## src/boie_params.svh

```systemverilog
// constants for the byte-op instruction executor
`ifndef BOIE_PARAMS_SVH
`define BOIE_PARAMS_SVH
`define BOIE_DATA_W 8
`define BOIE_ADDR_W 7
`define BOIE_PC_W 13
`define BOIE_ACC_RESET 8'h00
`define BOIE_FLAG_RESET 1'b0
`define BOIE_DEST_ACC 1'b0
`define BOIE_DEST_FILE 1'b1
`define BOIE_MSB 7
`define BOIE_LSB 0
`define BOIE_FILE_DEPTH 128
`endif

```

## src/boie_pkg.sv

```systemverilog
// types for the byte-op instruction executor
`default_nettype none
`include "boie_params.svh"
package boie_pkg;
   typedef enum logic [2:0] {
      BOIE_OP_NOP,
      BOIE_OP_OR_ACC_WITH_FILE,
      BOIE_OP_STORE_ACC_TO_FILE,
      BOIE_OP_MOVE_FILE,
      BOIE_OP_RETURN_FROM_IRQ,
      BOIE_OP_RETURN_WITH_LITERAL,
      BOIE_OP_ROTATE_LEFT_CARRY,
      BOIE_OP_ROTATE_RIGHT_CARRY
   } boie_op_t;

   typedef struct packed {
      boie_op_t op;
      logic [`BOIE_ADDR_W-1:0] file_addr;
      logic dest;
      logic [`BOIE_DATA_W-1:0] literal;
   } boie_instr_t;

   typedef struct packed {
      logic zero;
      logic carry;
   } boie_flags_t;
endpackage
`default_nettype wire

```

## src/boie_alu.sv

```systemverilog
// combinational result and flag logic for one instruction
`timescale 1ns/1ns
`default_nettype none
`include "boie_params.svh"
module boie_alu (
   input wire boie_pkg::boie_op_t op,
   input wire logic [`BOIE_DATA_W-1:0] acc,
   input wire logic [`BOIE_DATA_W-1:0] file_val,
   input wire logic carry_in,
   output logic [`BOIE_DATA_W-1:0] result,
   output logic carry_out
);
   wire logic [`BOIE_DATA_W-1:0] or_val;
   wire logic [`BOIE_DATA_W-1:0] rl_val;
   wire logic [`BOIE_DATA_W-1:0] rr_val;

   assign or_val = acc | file_val;
   assign rl_val = {file_val[`BOIE_MSB-1:`BOIE_LSB], carry_in};
   assign rr_val = {carry_in, file_val[`BOIE_MSB:`BOIE_LSB+1]};

   always_comb begin
      result = file_val;
      carry_out = carry_in;
      case (op)
         boie_pkg::BOIE_OP_OR_ACC_WITH_FILE: result = or_val;
         boie_pkg::BOIE_OP_STORE_ACC_TO_FILE: result = acc;
         boie_pkg::BOIE_OP_MOVE_FILE: result = file_val;
         boie_pkg::BOIE_OP_ROTATE_LEFT_CARRY: begin
            result = rl_val;
            carry_out = file_val[`BOIE_MSB];
         end
         boie_pkg::BOIE_OP_ROTATE_RIGHT_CARRY: begin
            result = rr_val;
            carry_out = file_val[`BOIE_LSB];
         end
         default: result = file_val;
      endcase
   end
endmodule // boie_alu
`default_nettype wire

```

## src/boie_exec.sv

```systemverilog
// executor for OR, moves, rotates, returns and no-op of an 8-bit core
`timescale 1ns/1ns
`default_nettype none
`include "boie_params.svh"
// How it works
// - or_acc_with_file ORs accumulator with file register, zero flag from result
// - direction bit 0 writes accumulator, 1 writes back to file register
// - store_acc_to_file copies accumulator to file register, flags untouched
// - move_file copies file register to direction-selected destination
// - move_file sets zero flag from moved value, acting as a test
// - return_with_literal loads accumulator with literal, pc from stack_top, flags untouched
// - return_with_literal takes two instruction cycles
// - rotate_left_carry: old carry into bit 0, old bit 7 to carry
// - rotate_right_carry: old carry into bit 7, old bit 0 to carry
module boie_exec #(
   parameter int DATA_W = `BOIE_DATA_W,
   parameter int ADDR_W = `BOIE_ADDR_W,
   parameter int PC_W = `BOIE_PC_W
) (
   input wire logic ref_clk,
   input wire logic rst,
   input wire logic instr_valid,
   input wire boie_pkg::boie_instr_t instr,
   input wire logic [DATA_W-1:0] file_rd_data,
   input wire logic [PC_W-1:0] stack_top,
   output logic instr_ready,
   output logic [ADDR_W-1:0] file_addr,
   output logic file_wr_en,
   output logic [DATA_W-1:0] file_wr_data,
   output logic [DATA_W-1:0] acc_reg,
   output boie_pkg::boie_flags_t flags_reg,
   output logic global_irq_enable_reg,
   output logic [PC_W-1:0] pc_load_value_reg,
   output logic pc_load_reg,
   output logic stack_pop
);
   if (DATA_W != `BOIE_DATA_W || ADDR_W != `BOIE_ADDR_W || PC_W < 1) begin : g_width_check
      $error("boie_exec: unsupported width");
   end

   ////////////////////////////////////////////////////////////////////////
   // decode
   logic busy_reg;
   logic busy_next;
   wire logic take;
   wire logic is_or;
   wire logic is_store;
   wire logic is_move;
   wire logic is_rl;
   wire logic is_rr;
   wire logic is_return_with_literal;
   wire logic is_return_from_irq;
   wire logic has_dest;
   wire logic to_acc;
   wire logic to_file;
   wire logic [DATA_W-1:0] alu_result;
   wire logic alu_carry;
   wire logic result_zero;

   // second cycle of a return is a forced no-op, so no new instruction is taken
   assign instr_ready = !busy_reg;
   // a core held in reset executes nothing, so no file write can slip out
   assign take = instr_valid && instr_ready && !rst;
   assign is_or = take && instr.op == boie_pkg::BOIE_OP_OR_ACC_WITH_FILE;
   assign is_store = take && instr.op == boie_pkg::BOIE_OP_STORE_ACC_TO_FILE;
   assign is_move = take && instr.op == boie_pkg::BOIE_OP_MOVE_FILE;
   assign is_rl = take && instr.op == boie_pkg::BOIE_OP_ROTATE_LEFT_CARRY;
   assign is_rr = take && instr.op == boie_pkg::BOIE_OP_ROTATE_RIGHT_CARRY;
   assign is_return_with_literal = take && instr.op == boie_pkg::BOIE_OP_RETURN_WITH_LITERAL;
   assign is_return_from_irq = take && instr.op == boie_pkg::BOIE_OP_RETURN_FROM_IRQ;
   assign has_dest = is_or || is_move || is_rl || is_rr;
   assign to_acc = has_dest && instr.dest == `BOIE_DEST_ACC;
   assign to_file = (has_dest && instr.dest == `BOIE_DEST_FILE) || is_store;
   assign result_zero = alu_result == '0;

   boie_alu u_alu (
      .op(instr.op),
      .acc(acc_reg),
      .file_val(file_rd_data),
      .carry_in(flags_reg.carry),
      .result(alu_result),
      .carry_out(alu_carry)
   );

   ////////////////////////////////////////////////////////////////////////
   // file register port is combinational, written at the end of the cycle
   assign file_addr = instr.file_addr;
   assign file_wr_en = to_file;
   assign file_wr_data = alu_result;
   assign stack_pop = is_return_with_literal || is_return_from_irq;

   ////////////////////////////////////////////////////////////////////////
   // next values, selected here so the clocked blocks stay short
   wire logic [DATA_W-1:0] acc_next;
   wire logic zero_upd;
   wire logic carry_upd;
   wire logic zero_next;
   wire logic carry_next;
   wire logic global_irq_enable_next;
   wire logic [PC_W-1:0] pc_load_value_next;

   assign busy_next = is_return_with_literal || is_return_from_irq;
   assign acc_next = to_acc ? alu_result : is_return_with_literal ? instr.literal : acc_reg;
   // only or and move touch zero, only rotates touch carry; everything else holds both
   assign zero_upd = is_or || is_move;
   assign carry_upd = is_rl || is_rr;
   assign zero_next = zero_upd ? result_zero : flags_reg.zero;
   assign carry_next = carry_upd ? alu_carry : flags_reg.carry;
   assign global_irq_enable_next = is_return_from_irq || global_irq_enable_reg;
   assign pc_load_value_next = stack_pop ? stack_top : pc_load_value_reg;

   always_ff @(posedge ref_clk) begin
      if (rst) begin
         busy_reg <= 1'b0;
         pc_load_reg <= 1'b0;
         pc_load_value_reg <= '0;
      end else begin
         busy_reg <= busy_next;
         pc_load_reg <= stack_pop;
         pc_load_value_reg <= pc_load_value_next;
      end
   end

   always_ff @(posedge ref_clk) begin
      if (rst)
         acc_reg <= `BOIE_ACC_RESET;
      else
         acc_reg <= acc_next;
   end

   always_ff @(posedge ref_clk) begin
      if (rst)
         flags_reg <= {`BOIE_FLAG_RESET, `BOIE_FLAG_RESET};
      else
         flags_reg <= {zero_next, carry_next};
   end

   always_ff @(posedge ref_clk) begin
      if (rst)
         global_irq_enable_reg <= `BOIE_FLAG_RESET;
      else
         global_irq_enable_reg <= global_irq_enable_next;
   end

   ////////////////////////////////////////////////////////////////////////
   // checks
   or_zero_flag_a: assert property (@(posedge ref_clk) disable iff (rst)
      is_or |=> flags_reg.zero == (($past(acc_reg) | $past(file_rd_data)) == '0))
      else $error("zero flag wrong after or");
   dest_select_a: assert property (@(posedge ref_clk) disable iff (rst)
      has_dest |-> (file_wr_en == instr.dest))
      else $error("destination select wrong");
   store_flags_a: assert property (@(posedge ref_clk) disable iff (rst)
      is_store |-> file_wr_data == acc_reg ##1 $stable(flags_reg))
      else $error("store changed flags or data");
   move_dest_a: assert property (@(posedge ref_clk) disable iff (rst)
      is_move && instr.dest == `BOIE_DEST_ACC |=> acc_reg == $past(file_rd_data))
      else $error("move to accumulator wrong");
   move_zero_a: assert property (@(posedge ref_clk) disable iff (rst)
      is_move |=> flags_reg.zero == ($past(file_rd_data) == '0))
      else $error("move zero test wrong");
   return_with_literal_load_a: assert property (@(posedge ref_clk) disable iff (rst)
      is_return_with_literal |=> acc_reg == $past(instr.literal) && pc_load_reg && $stable(flags_reg))
      else $error("literal return wrong");
   return_with_literal_cycles_a: assert property (@(posedge ref_clk) disable iff (rst)
      is_return_with_literal |=> !instr_ready ##1 instr_ready)
      else $error("literal return not two cycles");
   rotl_carry_a: assert property (@(posedge ref_clk) disable iff (rst)
      is_rl |-> alu_result[`BOIE_LSB] == flags_reg.carry ##1 flags_reg.carry == $past(file_rd_data[`BOIE_MSB]))
      else $error("rotate left wrong");
   rotr_carry_a: assert property (@(posedge ref_clk) disable iff (rst)
      is_rr |-> alu_result[`BOIE_MSB] == flags_reg.carry ##1 flags_reg.carry == $past(file_rd_data[`BOIE_LSB]))
      else $error("rotate right wrong");
   return_from_irq_gie_a: assert property (@(posedge ref_clk) disable iff (rst)
      is_return_from_irq |=> global_irq_enable_reg && pc_load_value_reg == $past(stack_top) && $stable(flags_reg))
      else $error("irq return wrong");
   nop_quiet_a: assert property (@(posedge ref_clk) disable iff (rst)
      take && instr.op == boie_pkg::BOIE_OP_NOP |-> !file_wr_en ##1 $stable(acc_reg) && $stable(flags_reg)
         && instr_ready)
      else $error("no-op changed state");
   store_addr_a: assert property (@(posedge ref_clk) disable iff (rst)
      is_store |-> file_wr_en && file_addr == instr.file_addr && !stack_pop)
      else $error("store address or enable wrong");
   or_result_a: assert property (@(posedge ref_clk) disable iff (rst)
      is_or |-> alu_result == (acc_reg | file_rd_data))
      else $error("or result wrong");
   or_to_acc_a: assert property (@(posedge ref_clk) disable iff (rst)
      is_or && instr.dest == `BOIE_DEST_ACC |=> acc_reg == ($past(acc_reg) | $past(file_rd_data)))
      else $error("or to accumulator wrong");
   file_back_a: assert property (@(posedge ref_clk) disable iff (rst)
      has_dest && instr.dest == `BOIE_DEST_FILE |-> file_wr_en ##1 $stable(acc_reg))
      else $error("write back touched accumulator");
   move_back_a: assert property (@(posedge ref_clk) disable iff (rst)
      is_move && instr.dest == `BOIE_DEST_FILE |-> file_wr_data == file_rd_data)
      else $error("move back changed data");
   return_with_literal_pc_a: assert property (@(posedge ref_clk) disable iff (rst)
      is_return_with_literal |=> pc_load_value_reg == $past(stack_top))
      else $error("literal return pc wrong");
   // the second cycle of a return must refuse whatever still stands on the inputs
   return_with_literal_refuse_a: assert property (@(posedge ref_clk) disable iff (rst)
      is_return_with_literal |-> stack_pop ##1 !stack_pop && !file_wr_en)
      else $error("second return cycle not idle");
   pc_pulse_a: assert property (@(posedge ref_clk) disable iff (rst)
      pc_load_reg |-> !instr_ready ##1 !pc_load_reg)
      else $error("pc load not a single pulse");
   rotl_acc_a: assert property (@(posedge ref_clk) disable iff (rst)
      is_rl && instr.dest == `BOIE_DEST_ACC |=>
         acc_reg == {$past(file_rd_data[`BOIE_MSB-1:`BOIE_LSB]), $past(flags_reg.carry)})
      else $error("rotate left to accumulator wrong");
   rotr_file_a: assert property (@(posedge ref_clk) disable iff (rst)
      is_rr && instr.dest == `BOIE_DEST_FILE |-> file_wr_en
         && file_wr_data == {flags_reg.carry, file_rd_data[`BOIE_MSB:`BOIE_LSB+1]})
      else $error("rotate right to file wrong");
   rotate_zero_a: assert property (@(posedge ref_clk) disable iff (rst)
      is_rl || is_rr |=> $stable(flags_reg.zero))
      else $error("rotate changed zero flag");
   return_from_irq_acc_a: assert property (@(posedge ref_clk) disable iff (rst)
      is_return_from_irq |=> $stable(acc_reg) && pc_load_reg && !instr_ready)
      else $error("irq return touched accumulator");
   gie_hold_a: assert property (@(posedge ref_clk) disable iff (rst)
      global_irq_enable_reg |=> global_irq_enable_reg)
      else $error("irq enable dropped");
   nop_no_pop_a: assert property (@(posedge ref_clk) disable iff (rst)
      take && instr.op == boie_pkg::BOIE_OP_NOP |-> !stack_pop ##1 $stable(global_irq_enable_reg) && !pc_load_reg)
      else $error("no-op touched stack or irq enable");
endmodule // boie_exec
`default_nettype wire

```

## config.mk

```make
export PLATFORM = sky130hd
export DESIGN_NAME = boie_exec
export DESIGN_NICKNAME = d
export VERILOG_FILES = /design/src/boie_pkg.sv /design/src/boie_alu.sv /design/src/boie_exec.sv
export VERILOG_INCLUDE_DIRS = /design/src
export SDC_FILE = /design/constraint.sdc
export NUM_CORES = 1
export LEC_CHECK = 0
export ABC_CLOCK_PERIOD_IN_PS = 2460
export BUFFER_PORTS_ARGS = -buffer_cell sky130_fd_sc_hd__buf_2
export CAP_MARGIN = 30
export CORE_MARGIN = 3
export CORE_UTILIZATION = 25
export CTS_CLUSTER_SIZE = 20
export DETAILED_ROUTE_END_ITERATION = 10
export PLACE_DENSITY = 0.49
export SYNTH_ARGS = -nofsm -noshare
export SYNTH_HDL_FRONTEND = slang
export SYNTH_SLANG_ARGS = --single-unit
```

## constraint.sdc

```tcl
create_clock -name ref_clk -period 2.46 [get_ports ref_clk]
set_clock_uncertainty 0.2 [all_clocks]
set_input_delay 0 -clock ref_clk [delete_from_list [all_inputs] [get_ports ref_clk]]
set_output_delay 0 -clock ref_clk [all_outputs]
set_load 0.1 [all_outputs]
```

==> impl_metrics.yaml, run 1 <==
yosys:
  synth_simple_gate_area_frac: 0.316
  ys_ff_latch: 25
  yosys.area.top_type_share: 0.331
  yosys-top-cells-area: "dfxtp_1 (33%), nand2_1 (11%), a21oi_1 (6.6%)"
  synthXorXnorAreaFrac: 0.00580
  ys_async_sr_fraction: 0
  synth_compound_area_frac: 0.220
  synth_warnings: 0
  syn_area_um2: 1510
  yosysTopAreaCell: "dfxtp_1"
  synth_edf_count: 0
  synth_adder_area_share: 0
  yosys.cell_types.count: 37
  yosysSeqAreaShare: 0.331
  syn_inst: 200
  synth.avg_cell_area_um2: 7.55
  syn_nets: 243
  synth_mux_area_frac: 0.0290
  synth_ff_type: "dfxtp_1"
  synth_top_family_by_area: "simple AND/OR/NAND/NOR gates"
floorplanning:
  fp.coreArea_um2: 5680
  pin_count: 86
  initial_core_util: 0.266
  fp.dieArea_um2: 7010
  num_rows: 27
  chipWidth_um: 83.7
  chipHeight_um: 83.7
hold_path:
  hold_class: "in -> reg"
sta:
  fin_crit_ns: 2.29
  fmax_mhz: 437
  worstMarginPinSlew_ns: 0.974
  finalCritPeriodShare: 0.931
  tns_ns: 0
  slew_viol_final: 0
  timing_hold_violations_final: 0
  setup_viol: 0
  slew_headroom: 0.349
  timing.hold.ws_ns: 0.0281
  rsz0062_at_grt: "no"
power_and_ir_drop:
  p_per_area_nw_per_um2: 499
  ir_drop_mv: 0.197
  switching_share: 0.430
  p_leak_nw: 1.02
  p_switching_mw: 0.493
  intPower_mw: 0.652
  combPwrFrac: 0.404
  seq_power_share: 0.370
  power_mw: 1.14
  p_clk_frac: 0.226
clock_tree:
  clkTransAtPathRegs_ns: 0.10
  clk_latency_ns: 0.27
  h-tree-depth: 1
  cts.sinks: 25
  cts_buffers: 3
  clk_path_buf_depth: 2
  cts_tree: "done"
  clockRootBuffer: "clkbuf_8"
final_layout:
  multi_input_area_um2: 878
  area_growth_syn_to_layout_pct: 52.0
  antenna_cells: 0
  seqCellArea_um2: 502
  final_layout_size_suffix_gt1_frac: 0.310
  fin_util: 0.405
  largest_reg_flops: 13
  design_area_um2: 2300
  fill_cells: 599
  nets: 338
drt:
  avgRoutedWirePerCell_um: 13.6
  post-route-drc-count: 0
  wirelength_um: 4990
  drtAntennaViolNets: 0
  vias: 1736
  via_per_inst: 4.74
  dr.pass1.iters: 4
  drt-initial-drc-count: 101
setup_path:
  arrival_ns: 2.31
  path_class: "in -> reg"
  required_ns: 2.48
  endpoint_kind: "register"
  start_kind: "input port"
  crit_fanout: 4
global_routing:
  grt_start_max_net_pins: 30
  first_global_vias: 1616
  antenna_found_initial: 0
  overflow: 0
  grt_pass1_wl_um: 7900
  gr-usage-all-layers: 0.136
place:
  placed_area_um2: 1860
  gp_congestion: 0.796
  dpl.hpwl_um: 3380
  portBuffers: 71
outcome:
  status: "completed"
flow_run:
  maxCapViolCount: 0
## cells by family (layout without fill, tap and decap cells)
group,count (synthesis),in the layout
flip-flops,25,25
multiplexers,4,4
AO/OA/AOI/OAI,49,49
AND/OR/NAND/NOR,93,93
XOR/XNOR,1,1
buffers and inverters,28,122
## power by group through the flow
stage                     Clock [mW]  Sequential [mW]  Combinational [mW]
after floorplan                    0            0.503               0.271
after global placement             0            0.433               0.368
after detailed placement           0            0.433               0.368
after CTS                      0.270            0.424               0.460
after global routing           0.283            0.426               0.488
final                          0.259            0.424               0.463
## layer usage
metal  vias to the layer above  part of all wire  track usage
li1                        889                 -            -
met1                       786              0.45        0.181
met2                        59              0.48        0.227
met3                         2             0.061       0.0257
met4                         0            0.0064       0.0307
met5                         -                 0            0
## through the flow
step,instances,worst slack [ns]
floorplan,200,0.152
global placement,324,0.565
detailed placement,324,0.535
CTS,365,0.0304
global route,366,0.0241
finish,366,0.169
## final timing paths
| check | slack (ns) | from | cells after the start | to |
|---|---|---|---|---|
| worst max-delay path | 0.17 | file_rd_data[3] | 7 | flags_reg[1] |
| worst min-delay path | 0.03 | instr[16] | 3 | acc_reg[7] |
| worst max register to register | 0.27 | busy_reg | 5 | acc_reg[3] |
| worst min register to register | 0.26 | pc_load_value_reg[9] | 2 | pc_load_value_reg[9] |
## synth_stat cells (3+ instances only)
cell      number
nand2_1       45
dfxtp_1       25
a21oi_1       20
nand4_1       11
nor2_1         9
buf_4          8
clkbuf_1       8
a21o_1         7
inv_1          6
nand2b_1       6
nand3b_1       6
nand4b_1       6
o21ai_0        4
buf_2          3
mux2_2         3
nor4_1         3
o21ai_1        3
## layout by cell type, fill, tap and decap left out, drive strengths merged
| cell | netlist | final |
|---|---|---|
| a311oi | 1 | 1 |
| nand2 | 45 | 45 |
| inv | 7 | 7 |
| nor4 | 3 | 3 |
| nor2 | 9 | 9 |
| o21ai | 7 | 7 |
| a211oi | 3 | 3 |
| nand4 | 11 | 11 |
| nor3b | 1 | 1 |
| a211o | 2 | 2 |
| xnor2 | 1 | 1 |
| dlygate4sd3 | 0 | 37 |
| nand2b | 6 | 6 |
| nand3 | 2 | 2 |
| a21o | 7 | 7 |
| a221oi | 2 | 2 |
| buf | 13 | 73 |
| clkinvlp | 0 | 1 |
| a32o | 2 | 2 |
| mux2 | 3 | 3 |
| nor2b | 2 | 2 |
| dfxtp | 25 | 25 |
| mux2i | 1 | 1 |
| or3b | 1 | 1 |
| nand3b | 6 | 6 |
| a311o | 1 | 1 |
| nand4b | 6 | 6 |
| a221o | 1 | 1 |
| a21oi | 22 | 22 |
| a32oi | 1 | 1 |
| clkbuf | 8 | 4 |
| and2 | 1 | 1 |
## critical path: stages
cell           delay, ns
dlygate4sd3_1       0.53
buf_2               0.16
a221oi_2            0.27
dlygate4sd3_1       0.58
nand4b_1            0.08
o21ai_1             0.13
dlygate4sd3_1       0.55
## cell type report
type	instances	area share
tap	72	0.0392
clock buffer	3	0.0180
inverter	7	0.0114
timing repair buffer	111	0.327
sequential	25	0.219
clock inverter	1	0.00327
multi-input combinational	147	0.383
## timing repair
action,CTS,global route
resized for setup,0,3
setup buffers,0,1
hold endpoints to repair,31,0
hold buffers,37,0
endpoints found under the setup margin,0,2
(Power assumes the default switching activity.)
==> run 2: changes to the inputs <==
- PLACE_DENSITY: 0.49 -> 0.54
==> run 2 against run 1 <==
Against the previous run:
- clock power is 3% higher
- sequential power hardly changed
- power is 1.2% higher
- cell count is 3.8% higher
- maximum frequency is 1.2% lower
- design area is 5.7% higher
- flip-flop and latch count stayed put
- wire length is 4.6% higher
- hold slack worse by 0.016 ns
- sequential share of layout area is 1.2 points lower
- core utilization is 2.3 points higher
- via count is 4.8% higher
==> impl_metrics.yaml, run 2 (synthesis results as in run 1) <==
power_and_ir_drop:
  ir_drop_mv: 0.228
  p_per_area_nw_per_um2: 477
  p_leak_nw: 1.11
final_layout:
  area_growth_syn_to_layout_pct: 60.6
  nets: 352
  antenna_cells: 0
  largest_reg_flops: 13
  final_cell_mix: "buf_2 (71), dlygate4sd3_1 (52), nand2_1 (45), dfxtp_1 (24), a21oi_1 (19)"
  layout_commonest_cell: "buf_2"
  final_layout_size_suffix_gt1_frac: 0.286
setup_path:
  r2r-start: "busy_reg"
  required_ns: 2.48
  ff2ff_path_depth: 6
  critical_path_buf_inv_count: 1
  endpoint_kind: "register"
  start_kind: "register"
  critPathSlowestCell: "dlygate4sd3_1"
  path_cells: "or3b_4 -> a211o_1 -> o21ai_0 -> o21ai_1 -> a21oi_1 -> dlygate4sd3_1"
  rrSetupSlack_ns: 0.14
  cpPeakStageDelay_ns: 0.55
  path_class: "reg -> reg"
  crit_fanout: 10
  r2r_end: "acc_reg[1]"
  arrival_ns: 2.34
  path_delay_family: "compound AO/OA/AOI/OAI gates"
sta:
  rsz0062_at_grt: "no"
  finalCritPeriodShare: 0.942
  slew_viol_final: 0
  slew_headroom: 0.349
  tns_ns: 0
  setup_viol: 0
  worstMarginPinSlew_ns: 0.974
  fmax_mhz: 431
  timing.hold.ws_ns: 0.0121
  fin_crit_ns: 2.32
  timing_hold_violations_final: 0
clock_tree:
  cts_buffers: 3
  clk_path_buf_depth: 2
  clk_latency_ns: 0.28
  cts_tree: "done"
  cts_resized: 0
  cts.sinks: 25
  clkTransAtPathRegs_ns: 0.10
  clockRootBuffer: "clkbuf_8"
  h-tree-depth: 1
floorplanning:
  fp.dieArea_um2: 7010
  fp.coreArea_um2: 5680
  initial_core_util: 0.266
  pin_count: 86
  chipWidth_um: 83.7
  num_rows: 27
  chipHeight_um: 83.7
drt:
  post-route-drc-count: 0
  avgRoutedWirePerCell_um: 13.7
  highest_layer: "met4"
  drtAntennaViolNets: 0
  dr.pass1.iters: 4
  vias: 1820
  wl_met1_um: 2120
  met2_length_um: 2610
  wirelength_um: 5220
  drt-initial-drc-count: 167
  wl_met3_um: 389
  via_per_inst: 4.79
global_routing:
  antenna_found_initial: 0
  gr-usage-all-layers: 0.142
  first_global_vias: 1700
  overflow: 0
  grt_start_max_net_pins: 30
  grt_pass1_wl_um: 8250
hold_path:
  min_from: "rst"
  hold_class: "in -> reg"
  hold_depth: 2
  min_to: "flags_reg[0]"
place:
  dpl.hpwl_um: 3450
  gp_congestion: 0.778
  portBuffers: 71
outcome:
  status: "completed"
flow_run:
  maxCapViolCount: 0
-- run 2: routing by layer --
| metal | global-route usage | vias to the layer above |
|---|---|---|
| met5 | 0 | - |
| met4 | 0.0351 | 0 |
| met3 | 0.0375 | 6 |
| met2 | 0.245 | 63 |
| met1 | 0.173 | 830 |
| li1 | - | 921 |
-- run 2: area by class of cell --
class	count	area, um2
Fill cell	586	3250
Timing Repair Buffer	125	891
Multi-Input combinational cell	147	867
Sequential cell	25	502
Tap cell	72	90.1
Clock buffer	3	41.3
Inverter	7	26.3
Clock inverter	1	8.76
-- run 2: worst max-delay path by stage --
stage | from | end | cells after the start
final | busy_reg | acc_reg[1] | 6
after global routing | busy_reg | acc_reg[0] | 6
after CTS | busy_reg | acc_reg[1] | 6
after detailed placement | busy_reg | acc_reg[6] | 5
after global placement | rst | acc_reg[6] | 6
after floorplan | acc_reg[5] | acc_reg[5] | 3
-- run 2: power by group --
part | switching, mW | internal [mW] | leakage [nW]
combinational | 0.341 | 0.128 | 0.884
sequential | 0.00878 | 0.415 | 0.203
clock | 0.147 | 0.119 | 0.0261
-- run 2: repair_timing --
action	CTS	global route
endpoints found under the hold margin	31	0
setup endpoints to repair	0	0
hold buffers	52	0
setup buffers	0	0
-- run 2: worst register-to-register path, cell delays in order (launching register included) --
cell and delay (ns):
dfxtp_2 0.35, or3b_4 0.43, a211o_1 0.38, o21ai_0 0.13
o21ai_1 0.09, a21oi_1 0.13, dlygate4sd3_1 0.55
-- run 2: through the flow --
stage	std cells	util	total power [mW]	setup slack [ns]	cell area, um2
after floorplan	200	-	0.774	0.152	1520
after global placement	324	0.327	0.801	0.578	1860
after detailed placement	324	0.327	0.800	0.547	1860
after CTS	380	0.427	1.17	0.138	2430
after global routing	380	0.427	1.21	0.0219	2430
final	380	0.427	1.16	0.142	2430
